==> src/sfr_regs.vh <==
/*
 * constants for the serial receive flag block: status bit positions,
 * control bit positions and reset values.
 * assumes it is included by bare name from the block's design files.
 */
`ifndef SFR_REGS_VH
`define SFR_REGS_VH

// status one bit positions
`define SFR_ST_TX_EMPTY   7
`define SFR_ST_TX_DONE    6
`define SFR_ST_RX_FULL    5
`define SFR_ST_IDLE       4
`define SFR_ST_OVERRUN    3
`define SFR_ST_NOISE      2
`define SFR_ST_FRAMING    1
`define SFR_ST_PARITY     0

// control three bit positions
`define SFR_C3_RX_NINTH   7
`define SFR_C3_TX_NINTH   6

// reset values and buffer depth
`define SFR_STATUS_RST    8'hC0
`define SFR_DATA_RST      8'h00
`define SFR_BUF_DEPTH     2

`endif

==> src/sfr_top.v <==
/*
 * receive flag logic and ninth-bit handling of an asynchronous serial
 * interface. characters come from a receive shifter through a two-entry
 * buffer; flags, ninth bits and interrupt requests are plain ports.
 * the buffer is drained every cycle, so overrun is judged against the
 * rx full flag alone; a lost character leaves no trace apart from the
 * overrun flag. the transmit side covers only the data buffer and its
 * hand-over to an external shifter, not the serial framing itself.
 * error and idle detection happen upstream; this block only keeps
 * their flags and the order in which software may clear them.
 * assumes software accesses are one-cycle strobes on CLK_SYS and that
 * the receive pin is asynchronous.
 */
`timescale 1ns/1ps
`default_nettype none
`include "sfr_regs.vh"
module sfr_top #(
    parameter DATA_W = 8
) (
    // clock and asynchronous reset
    input  wire              CLK_SYS,
    input  wire              RESETN,
    // receive pin and mode levels
    input  wire              RXD_PIN,
    input  wire              RX_ON_SELECT,
    input  wire              NINE_BIT_MODE,
    // character word from the receive shifter
    input  wire              RX_CHAR_VALID,
    output wire              RX_CHAR_READY,
    input  wire [DATA_W-1:0] RX_CHAR_DATA,
    input  wire              RX_CHAR_NINTH,
    input  wire              RX_CHAR_NOISE,
    input  wire              RX_CHAR_FRAMING,
    input  wire              RX_CHAR_PARITY,
    input  wire              RX_LINE_IDLE,
    // software read and write strobes
    input  wire              STATUS_RD,
    input  wire              DATA_RD,
    input  wire              DATA_WR,
    input  wire [DATA_W-1:0] DATA_WDATA,
    input  wire              TX_NINTH_WR,
    input  wire              TX_NINTH_WDATA,
    input  wire              EDGE_FLAG_WR,
    input  wire              EDGE_FLAG_WDATA,
    // local interrupt enables
    input  wire              TX_EMPTY_IRQ_EN,
    input  wire              TX_DONE_IRQ_EN,
    input  wire              RX_FULL_IRQ_EN,
    input  wire              IDLE_IRQ_EN,
    input  wire              ERROR_IRQ_EN,
    input  wire              EDGE_IRQ_EN,
    // transmit shifter hand-over
    input  wire              TX_SHIFT_READY,
    output reg               TX_SHIFT_LOAD,
    output reg  [DATA_W:0]   TX_SHIFT_DATA,
    output reg               TX_NINE_BIT,
    // status, data and control three read-back
    output reg  [7:0]        STATUS_ONE,
    output reg  [DATA_W-1:0] RX_DATA,
    output wire [7:0]        CONTROL_THREE,
    output wire              RX_EDGE_FLAG,
    // interrupt requests, plain levels
    output wire              TX_IRQ,
    output wire              RX_IRQ,
    output wire              ERR_IRQ
);
    // word width: data plus ninth, parity, framing and noise bits
    localparam BW = DATA_W + 4;

    // buffered receive word: error bits, ninth bit, data
    wire [BW-1:0] buf_in;
    wire [BW-1:0] buf_out;
    wire          buf_valid;
    wire          buf_take;

    assign buf_in = {RX_CHAR_NOISE, RX_CHAR_FRAMING, RX_CHAR_PARITY,
                     RX_CHAR_NINTH, RX_CHAR_DATA};

    // a stalled source never loses a word: ready drops only when both
    // entries are occupied
    sfr_skid #(
        .WIDTH    (BW)
    ) u_buf (
        .clk      (CLK_SYS),
        .resetn   (RESETN),
        .in_valid (RX_CHAR_VALID),
        .in_ready (RX_CHAR_READY),
        .in_data  (buf_in),
        .out_valid(buf_valid),
        .out_ready(buf_take),
        .out_data (buf_out)
    );

    // transmit flags
    reg tx_empty_flag_r;
    reg tx_done_flag_r;

    // receive flags
    reg rx_full_flag_r;
    reg idle_flag_r;
    reg overrun_flag_r;
    reg noise_flag_r;
    reg framing_error_flag_r;
    reg parity_error_flag_r;
    reg rx_edge_flag_r;

    // ninth bits kept in control three
    reg rx_ninth_bit_r;
    reg tx_ninth_bit_r;

    // idle rearm and the status-read half of each clear
    reg idle_armed_r;
    reg full_seen_r;
    reg idle_seen_r;

    // transmit data buffer between software and shifter
    reg [DATA_W-1:0] tx_buf_r;

    // pin synchroniser, then edge detector on the second stage
    reg rxd_meta_r;
    reg rxd_sync_r;
    reg rxd_prev_r;
    wire rxd_fall;
    // stages reset to the line's idle level, so no false edge after reset

    always @(posedge CLK_SYS or negedge RESETN) begin
        if (!RESETN) begin
            rxd_meta_r <= 1'b1;
            rxd_sync_r <= 1'b1;
            rxd_prev_r <= 1'b1;
        end else begin
            rxd_meta_r <= RXD_PIN;
            rxd_sync_r <= rxd_meta_r;
            rxd_prev_r <= rxd_sync_r;
        end
    end

    // only the second stage and its delayed copy are read; the first
    // stage may still be settling
    // falling edge is active
    assign rxd_fall = rxd_prev_r & ~rxd_sync_r & RX_ON_SELECT;

    // no stall towards the buffer: the flag logic takes a word each cycle
    // a buffered character is always drained; overrun decides its fate
    assign buf_take = buf_valid;

    // second step of a clear: a data read after an armed status read
    function clr_step;
        input data_rd;
        input seen;
        begin
            clr_step = data_rd & seen;
        end
    endfunction

    // clear qualifiers: status read while flag set, then a data read
    // a data read without the status step clears nothing
    wire rx_full_clr;
    wire idle_clr;
    assign rx_full_clr = clr_step(DATA_RD, full_seen_r);
    assign idle_clr    = clr_step(DATA_RD, idle_seen_r);

    wire char_in;
    wire char_lost;
    assign char_in   = buf_take & ~rx_full_flag_r;
    assign char_lost = buf_take & rx_full_flag_r;

    // receive flags, data and ninth bit
    always @(posedge CLK_SYS or negedge RESETN) begin
        if (!RESETN) begin
            rx_full_flag_r       <= 1'b0;
            idle_flag_r          <= 1'b0;
            overrun_flag_r       <= 1'b0;
            noise_flag_r         <= 1'b0;
            framing_error_flag_r <= 1'b0;
            parity_error_flag_r  <= 1'b0;
            rx_ninth_bit_r       <= 1'b0;
            idle_armed_r         <= 1'b1;
            full_seen_r          <= 1'b0;
            idle_seen_r          <= 1'b0;
            RX_DATA              <= `SFR_DATA_RST;
        end else begin
            // arm status-read step; a new set after it still needs a read
            if (STATUS_RD) begin
                full_seen_r <= rx_full_flag_r;
                idle_seen_r <= idle_flag_r;
            end else if (DATA_RD) begin
                full_seen_r <= 1'b0;
                idle_seen_r <= 1'b0;
            end

            if (char_in) begin
                rx_full_flag_r       <= 1'b1;
                noise_flag_r         <= buf_out[DATA_W+3];
                framing_error_flag_r <= buf_out[DATA_W+2];
                parity_error_flag_r  <= buf_out[DATA_W+1];
                rx_ninth_bit_r       <= NINE_BIT_MODE & buf_out[DATA_W];
                RX_DATA              <= buf_out[DATA_W-1:0];
                // a new character rearms idle detection
                idle_armed_r         <= 1'b1;
            end else if (rx_full_clr) begin
                // errors leave together with the character
                rx_full_flag_r       <= 1'b0;
                noise_flag_r         <= 1'b0;
                framing_error_flag_r <= 1'b0;
                parity_error_flag_r  <= 1'b0;
            end

            // a lost word is never stored, so its error bits never reach
            // the flags
            // lost character keeps error flags
            if (char_lost) begin
                overrun_flag_r <= 1'b1;
            end else if (rx_full_clr) begin
                overrun_flag_r <= 1'b0;
            end

            // a set flag is not set again, so a still idle line cannot
            // override the clear that software has completed
            // idle rearmed only by a new character
            if (RX_LINE_IDLE & idle_armed_r & ~idle_flag_r & ~char_in) begin
                idle_flag_r  <= 1'b1;
            end else if (idle_clr) begin
                idle_flag_r  <= 1'b0;
                idle_armed_r <= 1'b0;
            end
        end
    end

    // an edge in the same cycle as a clearing write wins, so no edge is
    // ever missed
    // write one clears, set wins
    always @(posedge CLK_SYS or negedge RESETN) begin
        if (!RESETN) begin
            rx_edge_flag_r <= 1'b0;
        end else if (rxd_fall) begin
            rx_edge_flag_r <= 1'b1;
        end else if (EDGE_FLAG_WR & EDGE_FLAG_WDATA) begin
            rx_edge_flag_r <= 1'b0;
        end
    end

    // transmit buffer and shifter load
    always @(posedge CLK_SYS or negedge RESETN) begin
        if (!RESETN) begin
            tx_empty_flag_r <= 1'b1;
            tx_done_flag_r  <= 1'b1;
            tx_ninth_bit_r  <= 1'b0;
            tx_buf_r        <= `SFR_DATA_RST;
            TX_SHIFT_LOAD   <= 1'b0;
            TX_SHIFT_DATA   <= {(DATA_W+1){1'b0}};
        end else begin
            TX_SHIFT_LOAD <= 1'b0;
            if (TX_NINTH_WR) begin
                tx_ninth_bit_r <= TX_NINTH_WDATA;
            end
            // a write while the buffer is full overwrites it; software
            // polls tx empty first
            if (DATA_WR) begin
                tx_buf_r        <= DATA_WDATA;
                tx_empty_flag_r <= 1'b0;
                tx_done_flag_r  <= 1'b0;
            end else if (~tx_empty_flag_r & TX_SHIFT_READY) begin
                TX_SHIFT_LOAD   <= 1'b1;
                TX_SHIFT_DATA   <= {tx_ninth_bit_r & NINE_BIT_MODE,
                                    tx_buf_r};
                tx_empty_flag_r <= 1'b1;
            end else if (tx_empty_flag_r & TX_SHIFT_READY &
                         ~TX_SHIFT_LOAD) begin
                // done needs an empty buffer and no load still in flight
                tx_done_flag_r  <= 1'b1;
            end
        end
    end

    // registered so the shifter sees a clean level; the receive ninth
    // bit is masked in the receive path when eight-bit mode is chosen
    // character length to both directions
    always @(posedge CLK_SYS or negedge RESETN) begin
        if (!RESETN) begin
            TX_NINE_BIT <= 1'b0;
        end else begin
            TX_NINE_BIT <= NINE_BIT_MODE;
        end
    end

    // registered copy keeps the read-back word glitch free; it lags
    // the flags by one clock
    // status readable regardless of enables
    always @(posedge CLK_SYS or negedge RESETN) begin
        if (!RESETN) begin
            STATUS_ONE <= `SFR_STATUS_RST;
        end else begin
            STATUS_ONE <= {tx_empty_flag_r, tx_done_flag_r,
                           rx_full_flag_r, idle_flag_r, overrun_flag_r,
                           noise_flag_r, framing_error_flag_r,
                           parity_error_flag_r};
        end
    end

    // bits five to zero are unused and read back as zero
    // ninth bits in control three, other bits zero
    assign CONTROL_THREE = {rx_ninth_bit_r, tx_ninth_bit_r, 6'h00};
    assign RX_EDGE_FLAG  = rx_edge_flag_r;

    // plain levels: a request falls as soon as its flag or enable
    // goes low; there is no interrupt logic beyond this gating
    // flag and enable gate requests
    assign TX_IRQ  = (tx_empty_flag_r & TX_EMPTY_IRQ_EN) |
                     (tx_done_flag_r & TX_DONE_IRQ_EN);
    assign RX_IRQ  = (rx_full_flag_r & RX_FULL_IRQ_EN) |
                     (idle_flag_r & IDLE_IRQ_EN) |
                     (rx_edge_flag_r & EDGE_IRQ_EN);
    assign ERR_IRQ = ERROR_IRQ_EN & (overrun_flag_r | noise_flag_r |
                     framing_error_flag_r | parity_error_flag_r);
endmodule
`default_nettype wire

==> src/sfr_skid.v <==
/*
 * two-entry buffer with valid and ready on both sides.
 * assumes one clock and an active-low asynchronous reset.
 */
`timescale 1ns/1ps
`default_nettype none
module sfr_skid #(
    parameter WIDTH = 12
) (
    input  wire             clk,
    input  wire             resetn,
    input  wire             in_valid,
    output wire             in_ready,
    input  wire [WIDTH-1:0] in_data,
    output wire             out_valid,
    input  wire             out_ready,
    output wire [WIDTH-1:0] out_data
);
    reg [WIDTH-1:0] mem_r [0:1];
    reg             wr_ptr_r;
    reg             rd_ptr_r;
    reg [1:0]       count_r;
    wire            push;
    wire            pop;

    // full at two; ready goes low so the source stalls
    assign in_ready  = (count_r != 2'h2);
    assign out_valid = (count_r != 2'h0);
    assign out_data  = mem_r[rd_ptr_r];
    assign push      = in_valid & in_ready;
    assign pop       = out_valid & out_ready;

    // storage write, no reset needed on data
    always @(posedge clk) begin
        if (push) begin
            mem_r[wr_ptr_r] <= in_data;
        end
    end

    // pointers and occupancy
    always @(posedge clk or negedge resetn) begin
        if (!resetn) begin
            wr_ptr_r <= 1'b0;
            rd_ptr_r <= 1'b0;
            count_r  <= 2'h0;
        end else begin
            if (push) begin
                wr_ptr_r <= ~wr_ptr_r;
            end
            if (pop) begin
                rd_ptr_r <= ~rd_ptr_r;
            end
            if (push & ~pop) begin
                count_r <= count_r + 2'h1;
            end else if (pop & ~push) begin
                count_r <= count_r - 2'h1;
            end
        end
    end
endmodule
`default_nettype wire

==> config.mk <==
export PLATFORM = sky130hd
export DESIGN_NAME = sfr_top
export DESIGN_NICKNAME = d
export VERILOG_FILES = /design/src/sfr_top.v /design/src/sfr_skid.v
export VERILOG_INCLUDE_DIRS = /design/src
export SDC_FILE = /design/constraint.sdc
export NUM_CORES = 1
export LEC_CHECK = 0
export BUFFER_PORTS_ARGS = -buffer_cell sky130_fd_sc_hd__buf_2
export CORE_UTILIZATION = 31
export CTS_CLUSTER_DIAMETER = 40
export DETAILED_ROUTE_END_ITERATION = 8
export PLACE_DENSITY = 0.61
export SLEW_MARGIN = 40
export SYNTH_ARGS = -nofsm -noshare
export SYNTH_HDL_FRONTEND = slang
export SYNTH_SLANG_ARGS = --single-unit
==> constraint.sdc <==
create_clock -name CLK_SYS -period 2.13 [get_ports CLK_SYS]
set_clock_uncertainty 0.1 [all_clocks]
set_input_delay 0.426 -clock CLK_SYS [delete_from_list [all_inputs] [get_ports CLK_SYS]]
set_output_delay 0.426 -clock CLK_SYS [all_outputs]
set_load 0.03 [all_outputs]
Yosys cells after proc, flatten, opt, wreduce, memory -nomap -nowiden
Memory sizes are Yosys's and may differ from the RTL's.
Cells that the tools add are included.
- register bits: 56
- latch bits: 0
- RAM bits: 24
- bits in read-only memories: 0
- memories kept: 1
- add/sub/neg operators: 2
- multiply operators: 0
- divide/modulo/power cells: 0
- order comparisons: 0
- eq/ne operators: 2
- shift-type cells: 0
- mux-type cells: 27
- bitwise operators: 41
- reductions and logical operators: 11
- memory list (name ; depth ; width ; read ports ; clocked after Yosys merged registers in ; wr ports ; RTL line ; text):
    u_buf.mem_r ; 2 ; 12 ; 1 ; 0 ; 1 ; sfr_skid.v:19 ; reg [WIDTH-1:0] mem_r [0:1];
- operators by type and width (operator ; number):
    1-bit two-way mux ; 25
    1-bit AND ; 24
    2-bit nonzero test ; 9
    1-bit inverter ; 11
    1-bit OR ; 6
    2-bit two-way mux ; 2
    2-bit inequality test (second input constant) ; 2
    2-bit AND reduction ; 2
    2-bit by 1-bit adder with 2-bit output (second input constant) ; 1
    2-bit by 1-bit subtractor with 2-bit output (second input constant) ; 1

Depth between registers and ports, before layout
Gate-level depths: netlist (run 1).
- depth after elaboration: 6
- gate-level depth with buffers: 8

By module
Synthesis (run 1) repeated with hierarchy kept, for this count alone.
- cells, all modules: 185
- area, all modules: 3017.9 um2
- modules (own cells, without submodules) (module ; instances ; cells each ; area each (um2) ; seq. area each (um2)):
    sfr_top ; 1 ; 130 ; 1939.4 ; 1311.3
    sfr_skid ; 1 ; 55 ; 1078.5 ; 820.8

Least setup slack after synthesis (run 1)
No wires, ideal clock.
- path kind: register -> register
- from: reg u_buf.count_r[0]
- to: mem u_buf.mem_r[0][0], enable pin
- arrival: 1524 ps
- slack: 126 ps
- stages on the path, launching flop included: 5
- period minus slack after synthesis: 2004 ps
- path through: dfrtp_1 buf_2 nand2b_1 nand2_1 nor2_1
- longest elaborated chain between the ends: 4
- ends and longest elaborated chain (item ; RTL line ; text):
    from (decl) ; sfr_skid.v:22 ; reg [1:0] count_r;
    from (signal assigned) ; sfr_skid.v:54 ; count_r <= count_r + 2'h1;
    from (signal assigned) ; sfr_skid.v:56 ; count_r <= count_r - 2'h1;
    2-bit inequality test ; sfr_skid.v:27 ; assign in_ready = (count_r != 2'h2);
    named net RX_CHAR_READY ; sfr_top.v:29 ; output wire RX_CHAR_READY,
    1-bit AND ; sfr_skid.v:30 ; assign push = in_valid & in_ready;
    1-bit two-way mux ; sfr_skid.v:35 ; if (push) begin
    1-bit two-way mux (not written as such) ; sfr_skid.v:36 ; mem_r[wr_ptr_r] <= in_data;
    to (decl) ; sfr_skid.v:19 ;
The timed path passes the listed nets, and every way through them passes these cells.

Worst setup path in the final report (run 1)
- from: reg rx_full_flag_r
- to: out RX_IRQ
- longest elaborated chain between the ends: 3
- ends and longest elaborated chain (item ; RTL line ; text):
    from (decl) ; sfr_top.v:99 ; reg rx_full_flag_r;
    from (signal assigned) ; sfr_top.v:171 ; rx_full_flag_r <= 1'b0;
    from (signal assigned) ; sfr_top.v:193 ; rx_full_flag_r <= 1'b1;
    from (signal assigned) ; sfr_top.v:203 ; rx_full_flag_r <= 1'b0;
    1-bit AND ; sfr_top.v:311 ; assign RX_IRQ = (rx_full_flag_r & RX_FULL_IRQ_EN) |
    1-bit OR ; sfr_top.v:311 ;
    1-bit OR ; sfr_top.v:312 ; (idle_flag_r & IDLE_IRQ_EN) |
    to (decl) ; sfr_top.v:64 ; output wire RX_IRQ,
Every way passes these cells.

==> results of run 1 <==
## sequential cells by signal, indices dropped and copies added (netlist names), 2 cells and up
| register | cells |
|---|---|
| RX_DATA | 8 |
| STATUS_ONE | 8 |
| TX_SHIFT_DATA | 9 |
| tx_buf_r | 8 |
| u_buf.count_r | 2 |
| u_buf.mem_r | 24 |
## through the flow
| step | power, mW | hold WS [ps] |
|---|---|---|
| 3_5_place_dp | 3.73 | 249 |
| 5_1_grt | 5.07 | 45.9 |
| 2_1_floorplan | 3.30 | 30.4 |
| 4_1_cts | 4.85 | 54.2 |
| 3_3_place_gp | 3.69 | 248 |
| 6_report | 4.75 | 79.7 |
## power by group through the flow
stage | clock [mW] | sequential, mW | combinational [mW]
after global routing | 1.21 | 2.34 | 1.52
after CTS | 1.14 | 2.30 | 1.41
final | 1.09 | 2.28 | 1.38
after global placement | 0 | 2.30 | 1.38
after floorplan | 0 | 2.54 | 0.759
after detailed placement | 0 | 2.32 | 1.40
## per-layer routing
layer  vias to the layer above  global-route usage
met4                         0              0.0645
li1                        845                   -
met2                        60               0.192
met1                       856               0.139
met5                         -                   0
met3                         8              0.0418
## layout by cell type, fill, tap and decap left out, types with 5 or more instances in the layout
cell type	n
buf_2	74
dfrtp_1	48
edfxtp_1	24
nand2_1	19
mux2_2	17
mux2i_1	12
o21ai_1	11
clkbuf_8	9
dfstp_2	8
nor2_1	7
buf_4	7
inv_1	6
o21ai_0	6
conb_1	6
nand3_1	5
## critical path: stages, from the launching register on
cell	delay (ps)
dfrtp_1	460
a222oi_1	350
inv_1	70
buf_2	180
## final timing paths
kind                                  startpoint          endpoint  slack [ps]  cells past startpoint
min in group asynchronous                 RESETN  TX_SHIFT_DATA[1]         450                      2
worst min-delay path                     RXD_PIN        rxd_meta_r          80                      1
max in group asynchronous                 RESETN    tx_ninth_bit_r         850                      3
worst max register to register  u_buf.count_r[0]  u_buf.count_r[1]         470                      7
worst min register to register        rxd_meta_r        rxd_sync_r         260                      0
worst max-delay path              rx_full_flag_r            RX_IRQ         210                      3
## cells by family (layout without fill, tap and decap cells)
logic type / after synthesis / count (layout) / synth area share
other: 1 / 6 / 0.00126
muxes: 29 / 29 / 0.105
and+or+nand+nor: 37 / 37 / 0.0556
AOI/OAI and AO/OA: 26 / 26 / 0.0564
xor gates and xnor gates: 5 / 5 / 0.0147
adders and majority gates: 1 / 1 / 0.00421
buffers and inverters: 21 / 104 / 0.0455
DFF: 80 / 80 / 0.717
## cell type report
| class | instances | area (µm²) | area share |
|---|---|---|---|
| timing repair buffer | 82 | 433 | 0.118 |
| tap | 129 | 161 | 0.0441 |
| inverter | 6 | 22.5 | 0.00615 |
| sequential | 80 | 2130 | 0.582 |
| multi-input combinational | 104 | 723 | 0.197 |
| clock inverter | 6 | 63.8 | 0.0174 |
| clock buffer | 10 | 128 | 0.0348 |
==> impl_metrics.csv, run 1 <==
group,metric,value,unit
clock_network,cts_sinks,80,
finish,final_cell_area,0.00366,mm²
die,die_area,0.00998,mm²
sta,setup_viol,0,
die,core-area,0.00928,mm²
run_status,status,"finished clean",
routing,wirelength,5260,µm
routing,ant_nets,0,
sta,rsz0062_at_grt,"no",
sta,drv_slew,0,
sta,min_period,1920,ps
clock_network,cts_setup_buffers,0,
sta,hold_violations,0,
routing,drt_iter0_markers,36,
die,rows,35,
logic_synthesis,synth_edf_count,24,
pwr,sw_frac_of_total,0.353,
clock_network,clockRootBuffer,"clkbuf_8",
pwr,switching_power,1.68,mW
placement,dpl.hpwl,3800,µm
logic_synthesis,ys_top_cells_by_count,"48 x dfrtp_1, 24 x edfxtp_1, 19 x nand2_1",
placement,io_buffer_count,74,
sta,max_freq,0.521,GHz
setup_path,crit_fanout,7,
pwr,max-vdd-ir-drop,0.000513,V
logic_synthesis,syn_avg_cell_area,14.9,µm²
logic_synthesis,yosys_warnings,0,
logic_synthesis,syn-cell-area,0.00297,mm²
logic_synthesis,ys_top_cells_by_area,"dfrtp_1 40%, edfxtp_1 24%, dfstp_2 7.1%, mux2_2 6.4%, mux2i_1 4.0%",
clock_network,hold_buffers,1,
logic_synthesis,async_flop_share,0.700,
finish,n_fill_cell,903,
clock_network,clkTransAtPathRegs,80,ps
sta,setup_ws,209,ps
pwr,clockPowerShare,0.230,
setup_path,critPathRequiredTime,1600,ps
logic_synthesis,synth_top_area_cell,"dfrtp_1",
routing,met1_length,2290,µm
routing,wl_met3,344,µm
routing,routed.top_layer,"met4",
grt,grt_pass1_vias,1779,
pwr,powerDensity,1300,mW/mm²
die,start_util,0.320,
setup_path,end_kind,"primary output",
job,drv_cap,0,
logic_synthesis,synthCells,200,
grt,grt.total_usage,0.119,
logic_synthesis,ys_ff_latch,80,
die,ios,81,
finish,num_antenna_cells,0,
clock_network,cts.htree.levels,3,
setup_path,critPathArrivalTime,1390,ps
logic_synthesis,seq_area_frac_synth,0.717,
routing,wl_per_cell,12.6,µm
logic_synthesis,synth_top_area_share,0.404,
finish,nets,325,
setup_path,critical_path_class,"reg -> out",
placement,place_area,0.00346,mm²
placement,dp_slack,410,ps
routing,met2_length,2540,µm
grt,grt_pass1_wl,8770,µm
finish,final_util,0.395,
clock_network,cts_buffers,9,
routing,avgViaCountPerCell,4.24,
clock_network,cts.path.max_buffers,2,
routing,drc,0,
logic_synthesis,synthFlopType,"dfrtp_1",
setup_path,worstSetupStartpointType,"flip-flop",
clock_network,clk_latency,340,ps
hold_path,hold_class,"in -> reg",
finish,fin_cells,417,
clock_network,cts_tree,"done",
die,dieHeight,99.9,µm
placement,placed_cells,400,
finish,drive_gt1_frac,0.431,
logic_synthesis,yosysMostFrequentCell,"dfrtp_1",
routing,vias,1769,
pwr,combinationalPowerShare,0.290,
clock_network,post_cts_resize_count,0,
sta,finalCritPeriodShare,0.902,
placement,gp_congestion,0.713,
grt,overflow,0,
logic_synthesis,synth_cell_types,29,
routing,dr.pass1.iters,4,
grt,antenna_found_initial,0,
finish,synthToLayoutAreaGrowth,23.3,%
pwr,p_int,3.08,mW
pwr,seqPwrFrac,0.480,
die,chipWidth,99.9,µm
grt,grt_max_degree,22,
sta,fin_tns_setup,0,ps
pwr,p_leak,1.66,nW
Note: power is estimated with default switching activity, not from simulation.
==> run 2: changes to the inputs <==
--- a/config.mk
+++ b/config.mk
@@ -7,10 +7,10 @@
 export NUM_CORES = 1
 export LEC_CHECK = 0
 export BUFFER_PORTS_ARGS = -buffer_cell sky130_fd_sc_hd__buf_2
-export CORE_UTILIZATION = 31
+export CORE_UTILIZATION = 51
 export CTS_CLUSTER_DIAMETER = 40
 export DETAILED_ROUTE_END_ITERATION = 8
-export PLACE_DENSITY = 0.61
+export PLACE_DENSITY = 0.87
 export SLEW_MARGIN = 40
 export SYNTH_ARGS = -nofsm -noshare
 export SYNTH_HDL_FRONTEND = slang
==> run 2 against run 1 <==
  * Global-route usage rose by 6.6 points
  * Worst setup slack improved by 0.78 ps
  * Die area shrank 39%
  * Sequential power about the same
  * Non-clock buffer count shrank 2
  * First-iteration DRC count is 130% higher
  * Combinational power hardly changed
  * Hold slack got worse by 0.87 ps
  * Register-to-register slack lost 30 ps
==> impl_metrics.csv, run 2 (same netlist as run 1, synthesis figures left out) <==
group,metric,value,unit
routing,wirelength,4990,µm
finish,largest_reg_flops,24,
setup_path,critPathArrivalTime,1390,ps
die,dieHeight,78.3,µm
finish,layout_commonest_cell,"buf_2",
finish,nets,323,
hold_path,hold_class,"in -> reg",
hold_path,min_from,"RXD_PIN",
die,start_util,0.533,
routing,vias,1749,
grt,antenna_found_initial,0,
clock_network,cts_setup_buffers,0,
placement,gp_congestion,0.722,
routing,avgViaCountPerCell,4.89,
routing,ant_nets,0,
clock_network,cts_sinks,80,
setup_path,crit_fanout,7,
pwr,p_leak,1.65,nW
sta,rsz0062_at_grt,"no",
placement,io_buffer_count,74,
clock_network,cts.path.max_buffers,2,
finish,reg_top3,"u_buf.mem_r: 24 flops, TX_SHIFT_DATA: 9 flops",
sta,slew_headroom,0.592,
setup_path,end_kind,"primary output",
die,rows,27,
sta,hold_violations,0,
grt,grt_pass1_wl,8260,µm
run_status,status,"finished clean",
setup_path,critical_path_class,"reg -> out",
setup_path,reg2reg_slack,440,ps
pwr,powerDensity,1310,mW/mm²
hold_path,holdPathEnd,"rxd_meta_r",
sta,setup_viol,0,
clock_network,clockRootBuffer,"clkbuf_8",
pwr,sw_frac_of_total,0.351,
clock_network,clk_latency,340,ps
die,core-area,0.00557,mm²
routing,dr.pass1.iters,4,
clock_network,clkTransAtPathRegs,70,ps
sta,fin_tns_setup,0,ps
clock_network,cts_buffers,9,
finish,n_fill_cell,430,
routing,drt_iter0_markers,83,
grt,grt_max_degree,28,
pwr,clockPowerShare,0.223,
hold_path,hold_depth,1,
setup_path,worstSetupStartpointType,"flip-flop",
finish,seq_area,0.00213,mm²
setup_path,regToRegStartpoint,"u_buf.count_r[0]",
grt,grt.total_usage,0.185,
routing,wl_per_cell,13.9,µm
grt,grt_pass1_vias,1765,
pwr,switching_power,1.65,mW
job,drv_cap,0,
pwr,combinationalPowerShare,0.288,
pwr,seqPwrFrac,0.489,
sta,finalCritPeriodShare,0.901,
die,die_area,0.00614,mm²
finish,regMostFlops,"u_buf.mem_r",
finish,drive_gt1_frac,0.430,
placement,dpl.hpwl,3630,µm
finish,multi_input_area,723,µm²
finish,num_antenna_cells,0,
pwr,max-vdd-ir-drop,0.000782,V
setup_path,critPathRequiredTime,1600,ps
die,chipWidth,78.3,µm
setup_path,ff2ff_path_depth,2,
routing,drc,0,
sta,worstMarginPinSlew,610,ps
clock_network,post_cts_resize_count,0,
sta,max_freq,0.521,GHz
die,ios,81,
sta,min_period,1920,ps
pwr,power,4.70,mW
sta,drv_slew,0,
clock_network,cts_tree,"done",
grt,overflow,0,
clock_network,cts.htree.levels,3,
finish,synthToLayoutAreaGrowth,20.6,%
finish,final_cell_mix,"74 x buf_2, 48 x dfrtp_1, 24 x edfxtp_1",
pwr,p_int,3.05,mW
setup_path,r2r-end,"u_buf.mem_r[1][8]",
==> run 2: cell types whose count changed in the layout (fill, tap and decap cells not counted) <==
cell / delta
clkbuf_1: -1
inv_4: -1
buf_12: +1
clkinvlp_4: +1
inv_6: -2
clkinv_2: +3
buf_4: -3
==> run 2: worst max-delay path by stage <==
stage | from | endpoint | cells past startpoint
6_report | rx_full_flag_r | RX_IRQ | 3
3_3_place_gp | DATA_WR | TX_SHIFT_DATA[1] | 4
2_1_floorplan | u_buf.count_r[0] | u_buf.mem_r[0][0] | 4
5_1_grt | rx_full_flag_r | RX_IRQ | 3
4_1_cts | rx_full_flag_r | RX_IRQ | 3
3_5_place_dp | DATA_WR | TX_SHIFT_DATA[7] | 4
==> run 2: what timing repair did <==
item | CTS | global route
hold buffers | 1 | 0
setup endpoints to repair | 0 | 0
hold endpoints to repair | 16 | 0
==> run 2: through the flow <==
stage	worst slack, ps	util	area [µm²]	hold slack [ps]	cells
after floorplan	126	-	2990	30.4	205
after global placement	435	0.608	3390	247	341
after detailed placement	353	0.608	3390	249	341
after CTS	192	0.643	3580	62.5	358
after global routing	141	0.643	3580	59.6	358
final	210	0.643	3580	78.8	358
==> run 2: worst max-delay path, cell delays in order, from the launching register on <==
cell	delay, ps
dfrtp_1	460
a222oi_1	350
inv_1	70
buf_2	180
==> run 2: routing by layer <==
metal  share of wire  up-vias  GRT usage
met5               0        -          0
met4           0.013        0     0.0778
met3           0.049        6     0.0616
met2            0.52       54      0.309
met1            0.42      845      0.221
li1                -      844          -
==> run 2: area by class of cell <==
| cell class | count | share of cell area |
|---|---|---|
| inverters | 6 | 0.00628 |
| well taps | 72 | 0.0251 |
| clock inverters | 7 | 0.0175 |
| multi-input cells | 104 | 0.202 |
| repair buffers | 80 | 0.120 |
| clock buffers | 9 | 0.0346 |
| flip-flops and latches | 80 | 0.595 |
==> run 2: power by group through the flow <==
stage          logic (mW)  clock network, mW  registers [mW]
2_1_floorplan       0.759                  0            2.54
3_3_place_gp         1.32                  0            2.31
3_5_place_dp         1.37                  0            2.33
4_1_cts              1.38               1.07            2.30
5_1_grt              1.48               1.14            2.35
6_report             1.35               1.05            2.30
